===== src/inc/ctit_pkg.sv =====
// Constants, register map and state layout of the carrier timer and the interval timer.
// Behaviour
// Carrier timer interrupt pending clears itself by hardware when serviced.
// Carrier timer as interval timer interrupts once per programmed interval.
// Start level 0: low lasts low reload plus 2, high lasts high reload plus 2.
// Start level 1: low lasts high reload plus 2, high lasts low reload plus 2.
// Repeat mode alternates low and high periods continuously.
// One-shot mode emits one pulse; software keeps the low reload nonzero.
// One-shot output edge follows the start after a short fixed latency; the code gives the first edge low reload plus 2 ticks after the start.
// Interval clock selects main clock /256, /64, /8, /1 or carrier flip-flop.
// Interval timer has 16-bit counter, comparator and split 16-bit reference.
// On count equal reference: match interrupt, counter cleared, counting continues.
// Match interrupt is requested on level 2 with its own vector.
// Servicing the match interrupt clears its pending flag automatically.
// Pending bit 0 sets on match even when disabled; software clears writing 0.
// Writing 1 to control bit 3 clears the counter at any time.
// Software sets control bits 2 and 1 to get match interrupts.
// Interval control resets to 00: counting off, carrier clock, interrupt off.
// Software should clear counter and pending when starting for exact interval.
// Carrier reloads are 8-bit, writable anytime, used at the next reload.
// Counters advance once per selected clock tick and hold while disabled.
package ctit_pkg;

	localparam logic [7:0] ADDR_CAR_CTRL  = 8'hE0;
	localparam logic [7:0] ADDR_CAR_HIGH  = 8'hE1;
	localparam logic [7:0] ADDR_CAR_LOW   = 8'hE2;
	localparam logic [7:0] ADDR_INT_CTRL  = 8'hE3;
	localparam logic [7:0] ADDR_INT_CNTH  = 8'hE4;
	localparam logic [7:0] ADDR_INT_CNTL  = 8'hE5;
	localparam logic [7:0] ADDR_INT_REFH  = 8'hE6;
	localparam logic [7:0] ADDR_INT_REFL  = 8'hE7;

	// carrier control fields
	localparam int CAR_ONESHOT_BIT = 0;
	localparam int CAR_START_BIT   = 1;
	localparam int CAR_RUN_BIT     = 2;
	localparam int CAR_IE_BIT      = 3;
	localparam int CAR_CLK_LSB     = 4;

	// interval control fields
	localparam int INT_PEND_BIT = 0;
	localparam int INT_IE_BIT   = 1;
	localparam int INT_RUN_BIT  = 2;
	localparam int INT_CLR_BIT  = 3;
	localparam int INT_SEL_LSB  = 4;

	localparam logic [7:0] CAR_CTRL_RESET = 8'h00;
	localparam logic [7:0] INT_CTRL_RESET = 8'h00;

	// interval clock select codes
	localparam logic [2:0] SEL_CARRIER = 3'h0;
	localparam logic [2:0] SEL_DIV256  = 3'h1;
	localparam logic [2:0] SEL_DIV64   = 3'h2;
	localparam logic [2:0] SEL_DIV8    = 3'h3;
	localparam logic [2:0] SEL_DIV1    = 3'h4;

	// divider shift for each prescaled tick
	localparam logic [3:0] SHIFT_256 = 4'h8;
	localparam logic [3:0] SHIFT_64  = 4'h6;
	localparam logic [3:0] SHIFT_8   = 4'h3;
	localparam logic [3:0] SHIFT_1   = 4'h0;

	localparam logic [8:0] PERIOD_EXTRA = 9'h001;
	localparam logic [1:0] INT_IRQ_LEVEL  = 2'h2;
	localparam logic [7:0] INT_IRQ_VECTOR = 8'hE2;

	typedef struct packed {
		logic [7:0] addr;
		logic [7:0] wrData;
		logic       write;
		logic       read;
	} ctit_reg_req_t;

	typedef struct packed {
		logic [7:0]  div;
		logic        carOneShot;
		logic        carStartLvl;
		logic        carRun;
		logic        carIe;
		logic [1:0]  carClk;
		logic [7:0]  carHigh;
		logic [7:0]  carLow;
		logic [7:0]  carCur;
		logic [8:0]  carCnt;
		logic        carFf;
		logic        carPend;
		logic [2:0]  intSel;
		logic        intRun;
		logic        intIe;
		logic        intPend;
		logic [15:0] intRef;
		logic [15:0] intCnt;
		logic        ffPrev;
		logic [7:0]  rdData;
	} ctit_state_t;

endpackage : ctit_pkg


===== src/logic/ctit_timer.sv =====
// Carrier/pulse timer driving an output flip-flop, and 16-bit interval timer it can clock.
`timescale 1ns/10ps
module ctit_timer (
	input  wire logic                   clk,
	input  wire logic                   resetn,
	input  wire ctit_pkg::ctit_reg_req_t regReq,
	output logic [7:0]                  regRdData,
	input  wire logic                   carrierIrqAck,
	input  wire logic                   intervalIrqAck,
	output logic                        carrierIrq,
	output logic                        intervalMatchIrq,
	output logic [1:0]                  intervalIrqLevel,
	output logic [7:0]                  intervalIrqVector,
	output logic                        carrierOutputPin
);
	import ctit_pkg::*;

	ctit_state_t st;
	ctit_state_t next_st;

	logic       carTick;
	logic       carToggle;
	logic       carEvt;
	logic       intTick;
	logic       intEvt;
	logic       wrCarCtrl;
	logic       wrIntCtrl;
	logic [7:0] readMux;

	// true on the divider count that closes a 2^shift period
	function automatic logic divTick(input logic [7:0] d, input logic [3:0] shift);
		logic [8:0] mask;
		mask = (9'h001 << shift) - 9'h001;
		return (d & mask[7:0]) == mask[7:0];
	endfunction : divTick

	////////////////////////////////////////////////////////////////////////////////
	// ticks and events

	assign carTick   = divTick(st.div, {2'h0, st.carClk}) && st.carRun;
	assign carToggle = carTick && (st.carCnt == {1'b0, st.carCur} + PERIOD_EXTRA);
	assign carEvt    = carToggle && (st.carFf != st.carStartLvl);
	assign wrCarCtrl = regReq.write && (regReq.addr == ADDR_CAR_CTRL);
	assign wrIntCtrl = regReq.write && (regReq.addr == ADDR_INT_CTRL);

	always_comb begin
		intTick = 1'b0;
		case (st.intSel)
			SEL_CARRIER: intTick = st.carFf && !st.ffPrev;
			SEL_DIV256:  intTick = divTick(st.div, SHIFT_256);
			SEL_DIV64:   intTick = divTick(st.div, SHIFT_64);
			SEL_DIV8:    intTick = divTick(st.div, SHIFT_8);
			SEL_DIV1:    intTick = divTick(st.div, SHIFT_1);
			default:     intTick = 1'b0;
		endcase
		intTick = intTick && st.intRun;
	end

	assign intEvt = intTick && (st.intCnt == st.intRef);

	always_comb begin
		case (regReq.addr)
			ADDR_CAR_CTRL: readMux = {2'h0, st.carClk, st.carIe, st.carRun, st.carStartLvl, st.carOneShot};
			ADDR_CAR_HIGH: readMux = st.carHigh;
			ADDR_CAR_LOW:  readMux = st.carLow;
			ADDR_INT_CTRL: readMux = {1'b0, st.intSel, 1'b0, st.intRun, st.intIe, st.intPend};
			ADDR_INT_CNTH: readMux = st.intCnt[15:8];
			ADDR_INT_CNTL: readMux = st.intCnt[7:0];
			ADDR_INT_REFH: readMux = st.intRef[15:8];
			ADDR_INT_REFL: readMux = st.intRef[7:0];
			default:       readMux = 8'h00;
		endcase
	end

	////////////////////////////////////////////////////////////////////////////////
	// next state

	always_comb begin
		next_st        = st;
		next_st.div    = st.div + 8'h01;
		next_st.ffPrev = st.carFf;

		// carrier phase counter; reload latched at each phase start
		if (carToggle) begin
			next_st.carCnt = 9'h000;
			next_st.carFf  = !st.carFf;
			next_st.carCur = (!st.carFf == st.carStartLvl) ? st.carLow : st.carHigh;
			if (carEvt && st.carOneShot) begin
				next_st.carRun = 1'b0;
			end
		end else if (carTick) begin
			next_st.carCnt = st.carCnt + 9'h001;
		end

		if (intTick) begin
			next_st.intCnt = intEvt ? 16'h0000 : st.intCnt + 16'h0001;
		end

		if (regReq.write) begin
			case (regReq.addr)
				ADDR_CAR_CTRL: begin
					next_st.carOneShot  = regReq.wrData[CAR_ONESHOT_BIT];
					next_st.carStartLvl = regReq.wrData[CAR_START_BIT];
					next_st.carRun      = regReq.wrData[CAR_RUN_BIT];
					next_st.carIe       = regReq.wrData[CAR_IE_BIT];
					next_st.carClk      = regReq.wrData[CAR_CLK_LSB +: 2];
					// a fresh start restarts the phase; a stopped timer parks at start level
					if (!st.carRun || !regReq.wrData[CAR_RUN_BIT]) begin
						next_st.carCnt = 9'h000;
						next_st.carFf  = regReq.wrData[CAR_START_BIT];
						next_st.carCur = st.carLow;
					end
				end
				ADDR_CAR_HIGH: next_st.carHigh = regReq.wrData;
				ADDR_CAR_LOW:  next_st.carLow  = regReq.wrData;
				ADDR_INT_CTRL: begin
					next_st.intSel = regReq.wrData[INT_SEL_LSB +: 3];
					next_st.intRun = regReq.wrData[INT_RUN_BIT];
					next_st.intIe  = regReq.wrData[INT_IE_BIT];
					if (regReq.wrData[INT_CLR_BIT]) begin
						next_st.intCnt = 16'h0000;
					end
					if (!regReq.wrData[INT_PEND_BIT]) begin
						next_st.intPend = 1'b0;
					end
				end
				ADDR_INT_CNTH: next_st.intCnt[15:8] = regReq.wrData;
				ADDR_INT_CNTL: next_st.intCnt[7:0]  = regReq.wrData;
				ADDR_INT_REFH: next_st.intRef[15:8] = regReq.wrData;
				ADDR_INT_REFL: next_st.intRef[7:0]  = regReq.wrData;
				default: ;
			endcase
		end

		// set wins over any clear landing in the same cycle
		if (carrierIrqAck) begin
			next_st.carPend = 1'b0;
		end
		if (carEvt) begin
			next_st.carPend = 1'b1;
		end
		if (intervalIrqAck) begin
			next_st.intPend = 1'b0;
		end
		if (intEvt) begin
			next_st.intPend = 1'b1;
		end

		if (regReq.read) begin
			next_st.rdData = readMux;
		end
	end

	always_ff @(posedge clk or negedge resetn) begin
		if (!resetn) begin
			st             <= '0;
			st.carOneShot  <= CAR_CTRL_RESET[CAR_ONESHOT_BIT];
			st.carStartLvl <= CAR_CTRL_RESET[CAR_START_BIT];
			st.intSel      <= INT_CTRL_RESET[INT_SEL_LSB +: 3];
			st.intRun      <= INT_CTRL_RESET[INT_RUN_BIT];
			st.intIe       <= INT_CTRL_RESET[INT_IE_BIT];
		end else begin
			st <= next_st;
		end
	end

	assign regRdData         = st.rdData;
	assign carrierOutputPin  = st.carFf;
	assign carrierIrq        = st.carPend && st.carIe;
	assign intervalMatchIrq  = st.intPend && st.intIe && st.intRun;
	assign intervalIrqLevel  = INT_IRQ_LEVEL;
	assign intervalIrqVector = INT_IRQ_VECTOR;

	// selected ticks seen since the phase began, for period checks
	logic [9:0] phaseTicks;
	always_ff @(posedge clk or negedge resetn) begin
		if (!resetn) begin
			phaseTicks <= 10'h000;
		end else if (carToggle || (wrCarCtrl && (!st.carRun || !regReq.wrData[CAR_RUN_BIT]))) begin
			// a control write that keeps a running timer running keeps the phase going; any other control write restarts the count
			phaseTicks <= 10'h000;
		end else if (carTick) begin
			phaseTicks <= phaseTicks + 10'h001;
		end
	end
endmodule : ctit_timer


===== config.mk =====
export PLATFORM = sky130hd
export DESIGN_NAME = ctit_timer
export DESIGN_NICKNAME = d
export VERILOG_FILES = /design/src/inc/ctit_pkg.sv /design/src/logic/ctit_timer.sv
export SDC_FILE = /design/constraint.sdc
export NUM_CORES = 1
export LEC_CHECK = 0
export BUFFER_PORTS_ARGS = -buffer_cell sky130_fd_sc_hd__buf_2
export CORE_MARGIN = 2
export CORE_UTILIZATION = 50
export CTS_CLUSTER_SIZE = 14
export DETAILED_ROUTE_END_ITERATION = 16
export PLACE_DENSITY = 0.68
export SETUP_SLACK_MARGIN = 0.05
export SLEW_MARGIN = 20
export SYNTH_ARGS = -nofsm -noshare
export SYNTH_HDL_FRONTEND = slang
export SYNTH_SLANG_ARGS = --single-unit

===== constraint.sdc =====
create_clock -name clk -period 3.95 [get_ports clk]
set_input_delay 0.79 -clock clk [delete_from_list [all_inputs] [get_ports clk]]
set_output_delay 0.79 -clock clk [all_outputs]
set_load 0.01 [all_outputs]

; ---- After elaboration in Yosys (flattened, before gate mapping)
; Index checks and enable logic that the tools add are counted.
[totals]
elab_cells = 104
out_inout_bits = 21
in_bits = 22
regBits = 96
[op_classes]
shifts = 1
reduce_logical = 26
add_sub_neg = 5
muxes = 29
n_eq_ne = 21
bitwise = 1
[op_table]
columns = cell, n
row1 = == test 8 bit (second input constant), 9
row2 = case mux 8 bit (8 select lines), 1
row3 = two-way mux 16 bit, 3
row4 = two-way mux 8 bit, 6
row5 = two-way mux 38 bit, 1
row6 = two-way mux 18 bit, 2
row7 = two-way mux 33 bit, 1
row8 = case mux 8 bit (2 select lines), 2
row9 = two-way mux 9 bit, 2
row10 = adder 16 x 1 -> 16 bit (second input constant), 1
row11 = == test 16 bit, 1
row12 = AND reduction 2 bit, 6
row13 = logical AND 1 bit, 10
row14 = adder 8 x 1 -> 9 bit (second input constant), 1
row15 = adder 9 x 1 -> 9 bit (second input constant), 1
row16 = == test 9 bit, 1
row17 = two-way mux 1 bit, 9
row18 = adder 8 x 1 -> 8 bit (second input constant), 1
row19 = AND 8 bit, 1
row20 = == test 8 bit, 1
row21 = << shifter 1 x 2 -> 8 bit (first input constant), 1
row22 = subtractor 8 x 1 -> 8 bit (second input constant), 1
row23 = == test 3 x 2 -> 1 bit (second input constant), 2
row24 = == test 3 bit (second input constant), 2
row25 = 13 further kinds, 17

; ---- Logic depth before layout (Yosys ltp)
; Gate-level depths: netlist (run 1).
[depth]
word_depth = 12
depth_mapped = 11
depth_no_buf = 9

; ---- Least setup slack after synthesis (run 1)
; Ideal clock, no wire load.
[synth_path]
kind = register to register
from = reg st[82] (netlist bit)
to = reg st[85] (netlist bit)
setup_ns = 0.151
n_path_buf = 2
period_less_slack_ns = 2.753
arrival_ns = 2.602
path_slack_ns = 1.197
required_time_ns = 3.799
stages_incl_launch_ff = 11
cell_sequence = dfrtp_1 -> and2_1 -> ha_1 -> nor2_1 -> a221o_1 -> or4_1 -> buf_6 -> or4_1 -> clkbuf_2 -> o31ai_1 -> o21ai_1
[synth_lines]
columns = element, line
row1 = "start, declared", ctit_timer.sv:18  ; ctit_state_t st;
row2 = "start signal, assigned", ctit_timer.sv:163  ; st <= next_st;

==> flow_summary.json, run 1 <==
{
  "status": "finished, final reports clean",
  "setup_viol": 0,
  "post_cts_resized": 0,
  "finalCritPeriodShare_pct": 77.15,
  "vias": 4357,
  "design.core.area_um2": 10890,
  "post-route-util_pct": 55.68,
  "grt_use_total_pct": 24.54,
  "gp_congestion": 0.8835,
  "p_int_mw": 1.799,
  "layout_common_cells": "dfrtp_1 (96), nand2_1 (44), mux2_2 (44)",
  "async_reset_ff_share_pct": 100.0,
  "setup_slack_ns": 0.9026,
  "path_class": "reg -> reg",
  "final_common_cell": "dfrtp_1",
  "route.met3.wl_um": 590,
  "antenna_found_initial": 0,
  "fp.dieArea_um2": 12090,
  "grt_pass1_wl_um": 22300,
  "worstSkewPairLatency_ns": 0.36,
  "finalSetupTns_ns": 0,
  "area_growth_pct": 7.954,
  "swShare_pct": 34.20,
  "cp-end-kind": "register",
  "met2_length_um": 6624,
  "via_per_inst": 5.904,
  "vdd_ir_drop_max_mv": 0.2791,
  "netlist_area_um2": 5615,
  "tritoncts": "yes",
  "port_buffers": 32,
  "switchingPower_mw": 0.9352,
  "syn_inst": 572,
  "routedWlPerCell_um": 18.75,
  "cp.arrival_ns": 3.30,
  "wl_um": 13840,
  "power.density_nw_per_um2": 451.0,
  "die_y_um": 110.0,
  "min_path_type": "in -> async",
  "drt_iter0_markers": 290,
  "final_max_slew_viol_count": 0,
  "clkTransAtPathRegs_ns": 0.09,
  "syn_area_per_cell_um2": 9.817,
  "drt_pass1_iterations": 4,
  "initial_core_util_pct": 51.57,
  "power_frac_clock_pct": 25.8,
  "cts_buffers": 9,
  "die_w_um": 110.0,
  "maxCapViolations": 0,
  "total_power_mw": 2.734,
  "top_layer": "met4",
  "crit_path_max_incr_delay_ns": 0.58,
  "place_ws_ns": 0.9255,
  "yosysUniqueCellTypes": 59,
  "seqPwrFrac_pct": 46.1,
  "critical_path.cell_chain": "and2_1 -> inv_1 -> ha_1 -> nor2_1 -> a221o_1 -> or4_1 -> nor4_4 -> a31oi_2 -> o211a_1",
  "min_period_ns": 3.047,
  "hold_viol": 0,
  "cts_setup_buffers": 0,
  "max-slew-margin-rel_pct": 27.12,
  "reg2regPathDepth": 9,
  "cts_root_buffer": "clkbuf_8",
  "dp_hpwl_um": 10140,
  "critPathRequiredTime_ns": 4.20,
  "hold_buffers": 0,
  "drive_above_1_share_pct": 17.89,
  "nets": 622,
  "io_pins": 43,
  "p_leak_nw": 2.569,
  "fill_cells": 990,
  "cts_max_path_buffers": 2,
  "slowest_stage": "or4_1",
  "grt_pass1_vias": 4215,
  "cp_max_fo": 9,
  "synth-main-ff-cell": "dfrtp_1",
  "fmax_ghz": 0.3281,
  "gr-total-overflow": 0,
  "rsz0062_at_grt": "false",
  "max_slew.worst_pin.slew_ns": 1.087,
  "synth-seq-cells": 96,
  "yosysWarnings": 0,
  "synth_edf_count": 0,
  "seq_area_frac_synth_pct": 42.78,
  "wl_met1_um": 6290,
  "final_area_um2": 6062,
  "cts.sinks": 96,
  "antennaDiodeCount": 0,
  "combPwrFrac_pct": 28.1,
  "grt_max_degree": 79,
  "skew_ns": 0.006652,
  "ant_nets": 0,
  "cp-start-kind": "register",
  "htreeDepth": 3,
  "place_area_um2": 5821,
  "num_rows": 38,
  "drc_errors": 0
}
-- kinds of logic after synthesis --
logic type / Yosys count / synth area share, %
xor+xnor: 51 / 7.954
mux: 61 / 12.52
compound gates: 101 / 11.99
simple gates: 193 / 17.62
other cells: 2 / 0.1337
flops: 96 / 42.78
buf+inv: 61 / 5.437
fa+ha+maj: 7 / 1.560
-- cells in the mapped netlist (all sizes together), types with 3 or more instances --
cell | n | area (um2)
inv | 22 | 82.58
mux4 | 3 | 67.56
or4 | 3 | 26.27
a22o | 4 | 35.03
a31oi | 4 | 31.28
nand3b | 3 | 22.52
ha | 7 | 87.58
nor4 | 10 | 77.57
xnor2 | 41 | 359.1
mux2i | 14 | 140.1
a221oi | 3 | 26.28
nor3 | 28 | 140.1
o22ai | 9 | 56.30
and2 | 5 | 31.28
xor2 | 10 | 87.58
nand2 | 44 | 165.2
a21oi | 14 | 70.07
clkbuf | 15 | 57.55
dfrtp | 96 | 2402
nor2 | 39 | 148.9
o211a | 9 | 90.09
nand4 | 9 | 56.30
a211oi | 3 | 22.52
buf | 24 | 165.2
nand2b | 10 | 62.56
and3 | 5 | 31.28
mux2 | 44 | 495.5
o21ai | 36 | 180.2
nand4b | 4 | 35.03
nand3 | 23 | 115.1
-- power by group through the flow --
stage | combinational, mW | sequential (mW) | clock [mW]
after CTS | 0.770 | 1.26 | 0.717
final | 0.769 | 1.26 | 0.706
after global routing | 0.863 | 1.28 | 0.759
after detailed placement | 0.764 | 1.28 | 0
after floorplan | 0.604 | 1.23 | 0
after global placement | 0.740 | 1.27 | 0
-- stage by stage --
stage	std cells	hold WS [ns]
after floorplan	580	0.4600
after global placement	721	0.4788
after detailed placement	721	0.4813
after CTS	737	0.4987
after global routing	738	0.3335
final	738	0.3248
-- state kept, by name, summed over array words and instances (netlist names) --
register,cells
st,87
regRdData,8
carrierOutputPin,1
-- per-layer routing --
layer / vias to the layer above / track usage (%)
met5: - / 0
met4: 0 / 7.685
met3: 19 / 4.938
met2: 107 / 40.40
met1: 2163 / 32.66
li1: 2068 / -
-- critical path: cells and delay by family (launching register included) --
family | cells | cell delay (ns)
buf+inv | 1 | 0.05
compound gates | 3 | 0.84
simple gates | 4 | 1.35
flops | 1 | 0.42
fa+ha+maj | 1 | 0.26
-- path summary, 6_finish.rpt --
| kind | from | endpoint | slack, ns |
|---|---|---|---|
| min in group clk | st[93] | st[93] | 0.51 |
| max reg2reg | st[83] | st[59] | 0.90 |
| max in group asynchronous | resetn | st[68] | 2.84 |
| min | resetn | st[93] | 0.32 |
| min reg2reg | st[93] | st[93] | 0.51 |
| max | st[83] | st[59] | 0.90 |
-- layout make-up --
type | instances | area [um2] | area share [%]
Inverter | 22 | 82.58 | 1.362
Timing Repair Buffer | 41 | 250.2 | 4.128
Clock inverter | 3 | 65.06 | 1.073
Tap cell | 140 | 175.2 | 2.890
Multi-Input combinational cell | 423 | 2938 | 48.46
Sequential cell | 96 | 2402 | 39.63
Clock buffer | 13 | 148.9 | 2.456
(Power assumes the default switching activity.)
==> inputs of run 2 (changes only) <==
clock period = 3.09 ns   (was 3.95 ns; I/O delays follow)
==> run 2 against run 1 <==
Net effect: sequential cell count did not move; critical endpoint is now carrierOutputPin; sequential power is 29% higher; largest cell class unchanged; core utilization up 0.84 points; highest routed layer unchanged.
==> flow_summary.json, run 2 (synthesized netlist as in run 1, its figures left out) <==
{
  "cp-start-kind": "register",
  "grt_util_met3_pct": 4.703,
  "min_path_type": "in -> async",
  "nets": 633,
  "seqPwrFrac_pct": 45.2,
  "path_class": "reg -> reg",
  "cts_max_path_buffers": 2,
  "grt-busiest-layer": "met2",
  "final_max_slew_viol_count": 0,
  "drive_above_1_share_pct": 20.20,
  "die_y_um": 110.0,
  "tritoncts": "yes",
  "grt_pass1_vias": 4459,
  "wl_um": 14360,
  "reg2reg_from": "st[83]",
  "combPwrFrac_pct": 28.4,
  "num_rows": 38,
  "fp.dieArea_um2": 12090,
  "cp-end-kind": "register",
  "power.density_nw_per_um2": 582.2,
  "antennaDiodeCount": 0,
  "fmax_ghz": 0.3476,
  "die_w_um": 110.0,
  "port_buffers": 32,
  "whs_ns": 0.2402,
  "drc_errors": 0,
  "finalCritPeriodShare_pct": 93.11,
  "top_register": "st",
  "cts_setup_buffers": 0,
  "critPathRequiredTime_ns": 3.39,
  "skew_ns": 0.01334,
  "design.core.area_um2": 10890,
  "use_met2_pct": 41.54,
  "cp.arrival_ns": 3.18,
  "drt_pass1_iterations": 6,
  "layout_common_cells": "dfrtp_1 (96), nand2_1 (44), mux2_2 (44)",
  "r2r-end": "carrierOutputPin",
  "setup_viol": 0,
  "maxCapViolations": 0,
  "max_slew.worst_pin.slew_ns": 0.7077,
  "cts_root_buffer": "clkbuf_8",
  "hold_viol": 0,
  "setup_slack_ns": 0.2128,
  "cts_buffers": 9,
  "total_power_mw": 3.582,
  "via_per_inst": 6.033,
  "grt_util_met1_pct": 31.40,
  "reg2regPathDepth": 9,
  "hold_buffers": 0,
  "p_leak_nw": 2.628,
  "r2r_setup_slack_ns": 0.21,
  "power_frac_clock_pct": 26.4,
  "grt_max_degree": 44,
  "swShare_pct": 34.74,
  "vias": 4519,
  "htreeDepth": 3,
  "antenna_found_initial": 0,
  "dp_hpwl_um": 10570,
  "initial_core_util_pct": 51.57,
  "grt_pass1_wl_um": 22800,
  "gp_congestion": 0.8866,
  "gr-total-overflow": 0,
  "drt_iter0_markers": 267,
  "vdd_ir_drop_max_mv": 0.3436,
  "io_pins": 43,
  "largest_register_ffs": 87,
  "final_common_cell": "dfrtp_1",
  "post-route-util_pct": 56.52,
  "cts.sinks": 96,
  "cp_max_fo": 7,
  "min_period_ns": 2.877,
  "place_ws_ns": 0.07182,
  "grt_use_total_pct": 24.77,
  "max-slew-margin-rel_pct": 52.61,
  "finalSetupTns_ns": 0,
  "rsz0062_at_grt": "false",
  "area_growth_pct": 9.581,
  "clkTransAtPathRegs_ns": 0.10,
  "switchingPower_mw": 1.244,
  "status": "finished, final reports clean",
  "fill_cells": 934,
  "ant_nets": 0,
  "p_int_mw": 2.338,
  "worstSkewPairLatency_ns": 0.37,
  "routedWlPerCell_um": 19.18
}
## run 2: cell count changes in the layout (fill, tap and decap cells not counted), moves of 2 or more
cell	previous run	this run
buf_4	9	21
clkbuf_1	3	0
or4_1	2	0
or4_4	1	3
## run 2: final cells by class
cell class / count / area (um2) / area share, %
Tap cell: 140 / 175.2 / 2.847
Multi-Input combinational cell: 423 / 2950 / 47.95
Sequential cell: 96 / 2402 / 39.04
Timing Repair Buffer: 52 / 312.8 / 5.083
Clock buffer: 11 / 151.4 / 2.460
Clock inverter: 5 / 78.83 / 1.281
Inverter: 22 / 82.58 / 1.342
## run 2: stage by stage
stage                     instance area (um2)  cells
final                                    6153    749
after global routing                     6153    749
after CTS                                6145    749
after detailed placement                 5911    733
after global placement                   5911    733
after floorplan                          5645    580
## run 2: worst max-delay path by stage
stage               depth (start not counted)  slack, ns   start               end
finish                                      9       0.21  st[83]  carrierOutputPin
global route                                9       0.09  st[82]  carrierOutputPin
CTS                                         9       0.11  st[83]            st[50]
detailed placement                          9       0.07  st[83]            st[85]
global placement                            9       0.18  st[83]            st[85]
floorplan                                  10       0.34  st[82]            st[85]
## run 2: power groups by stage
stage	registers, mW	logic [mW]	clock network [mW]
finish	1.62	1.02	0.947
global route	1.64	1.13	1.01
CTS	1.61	1.01	0.955
detailed placement	1.64	0.995	0
global placement	1.63	0.968	0
floorplan	1.57	0.772	0
## run 2: timing repair
item,in CTS,in global routing
endpoints found under the hold margin,0,0
gates resized for setup,1,2
setup endpoints to repair,1,19
## run 2: metal layers
metal  up-vias  wire length [um]
met5         -                 0
met4         0               396
met3        25               616
met2       140              7099
met1      2248              6251
li1       2106                 -
## run 2: worst max-delay path: stages, from the launching register on
cell	delay, ns
dfrtp_1	0.42
and2_1	0.19
inv_1	0.06
ha_1	0.29
nor2_1	0.05
a221o_1	0.28
or4_4	0.49
or4_4	0.54
or3_1	0.32
a31oi_1	0.17
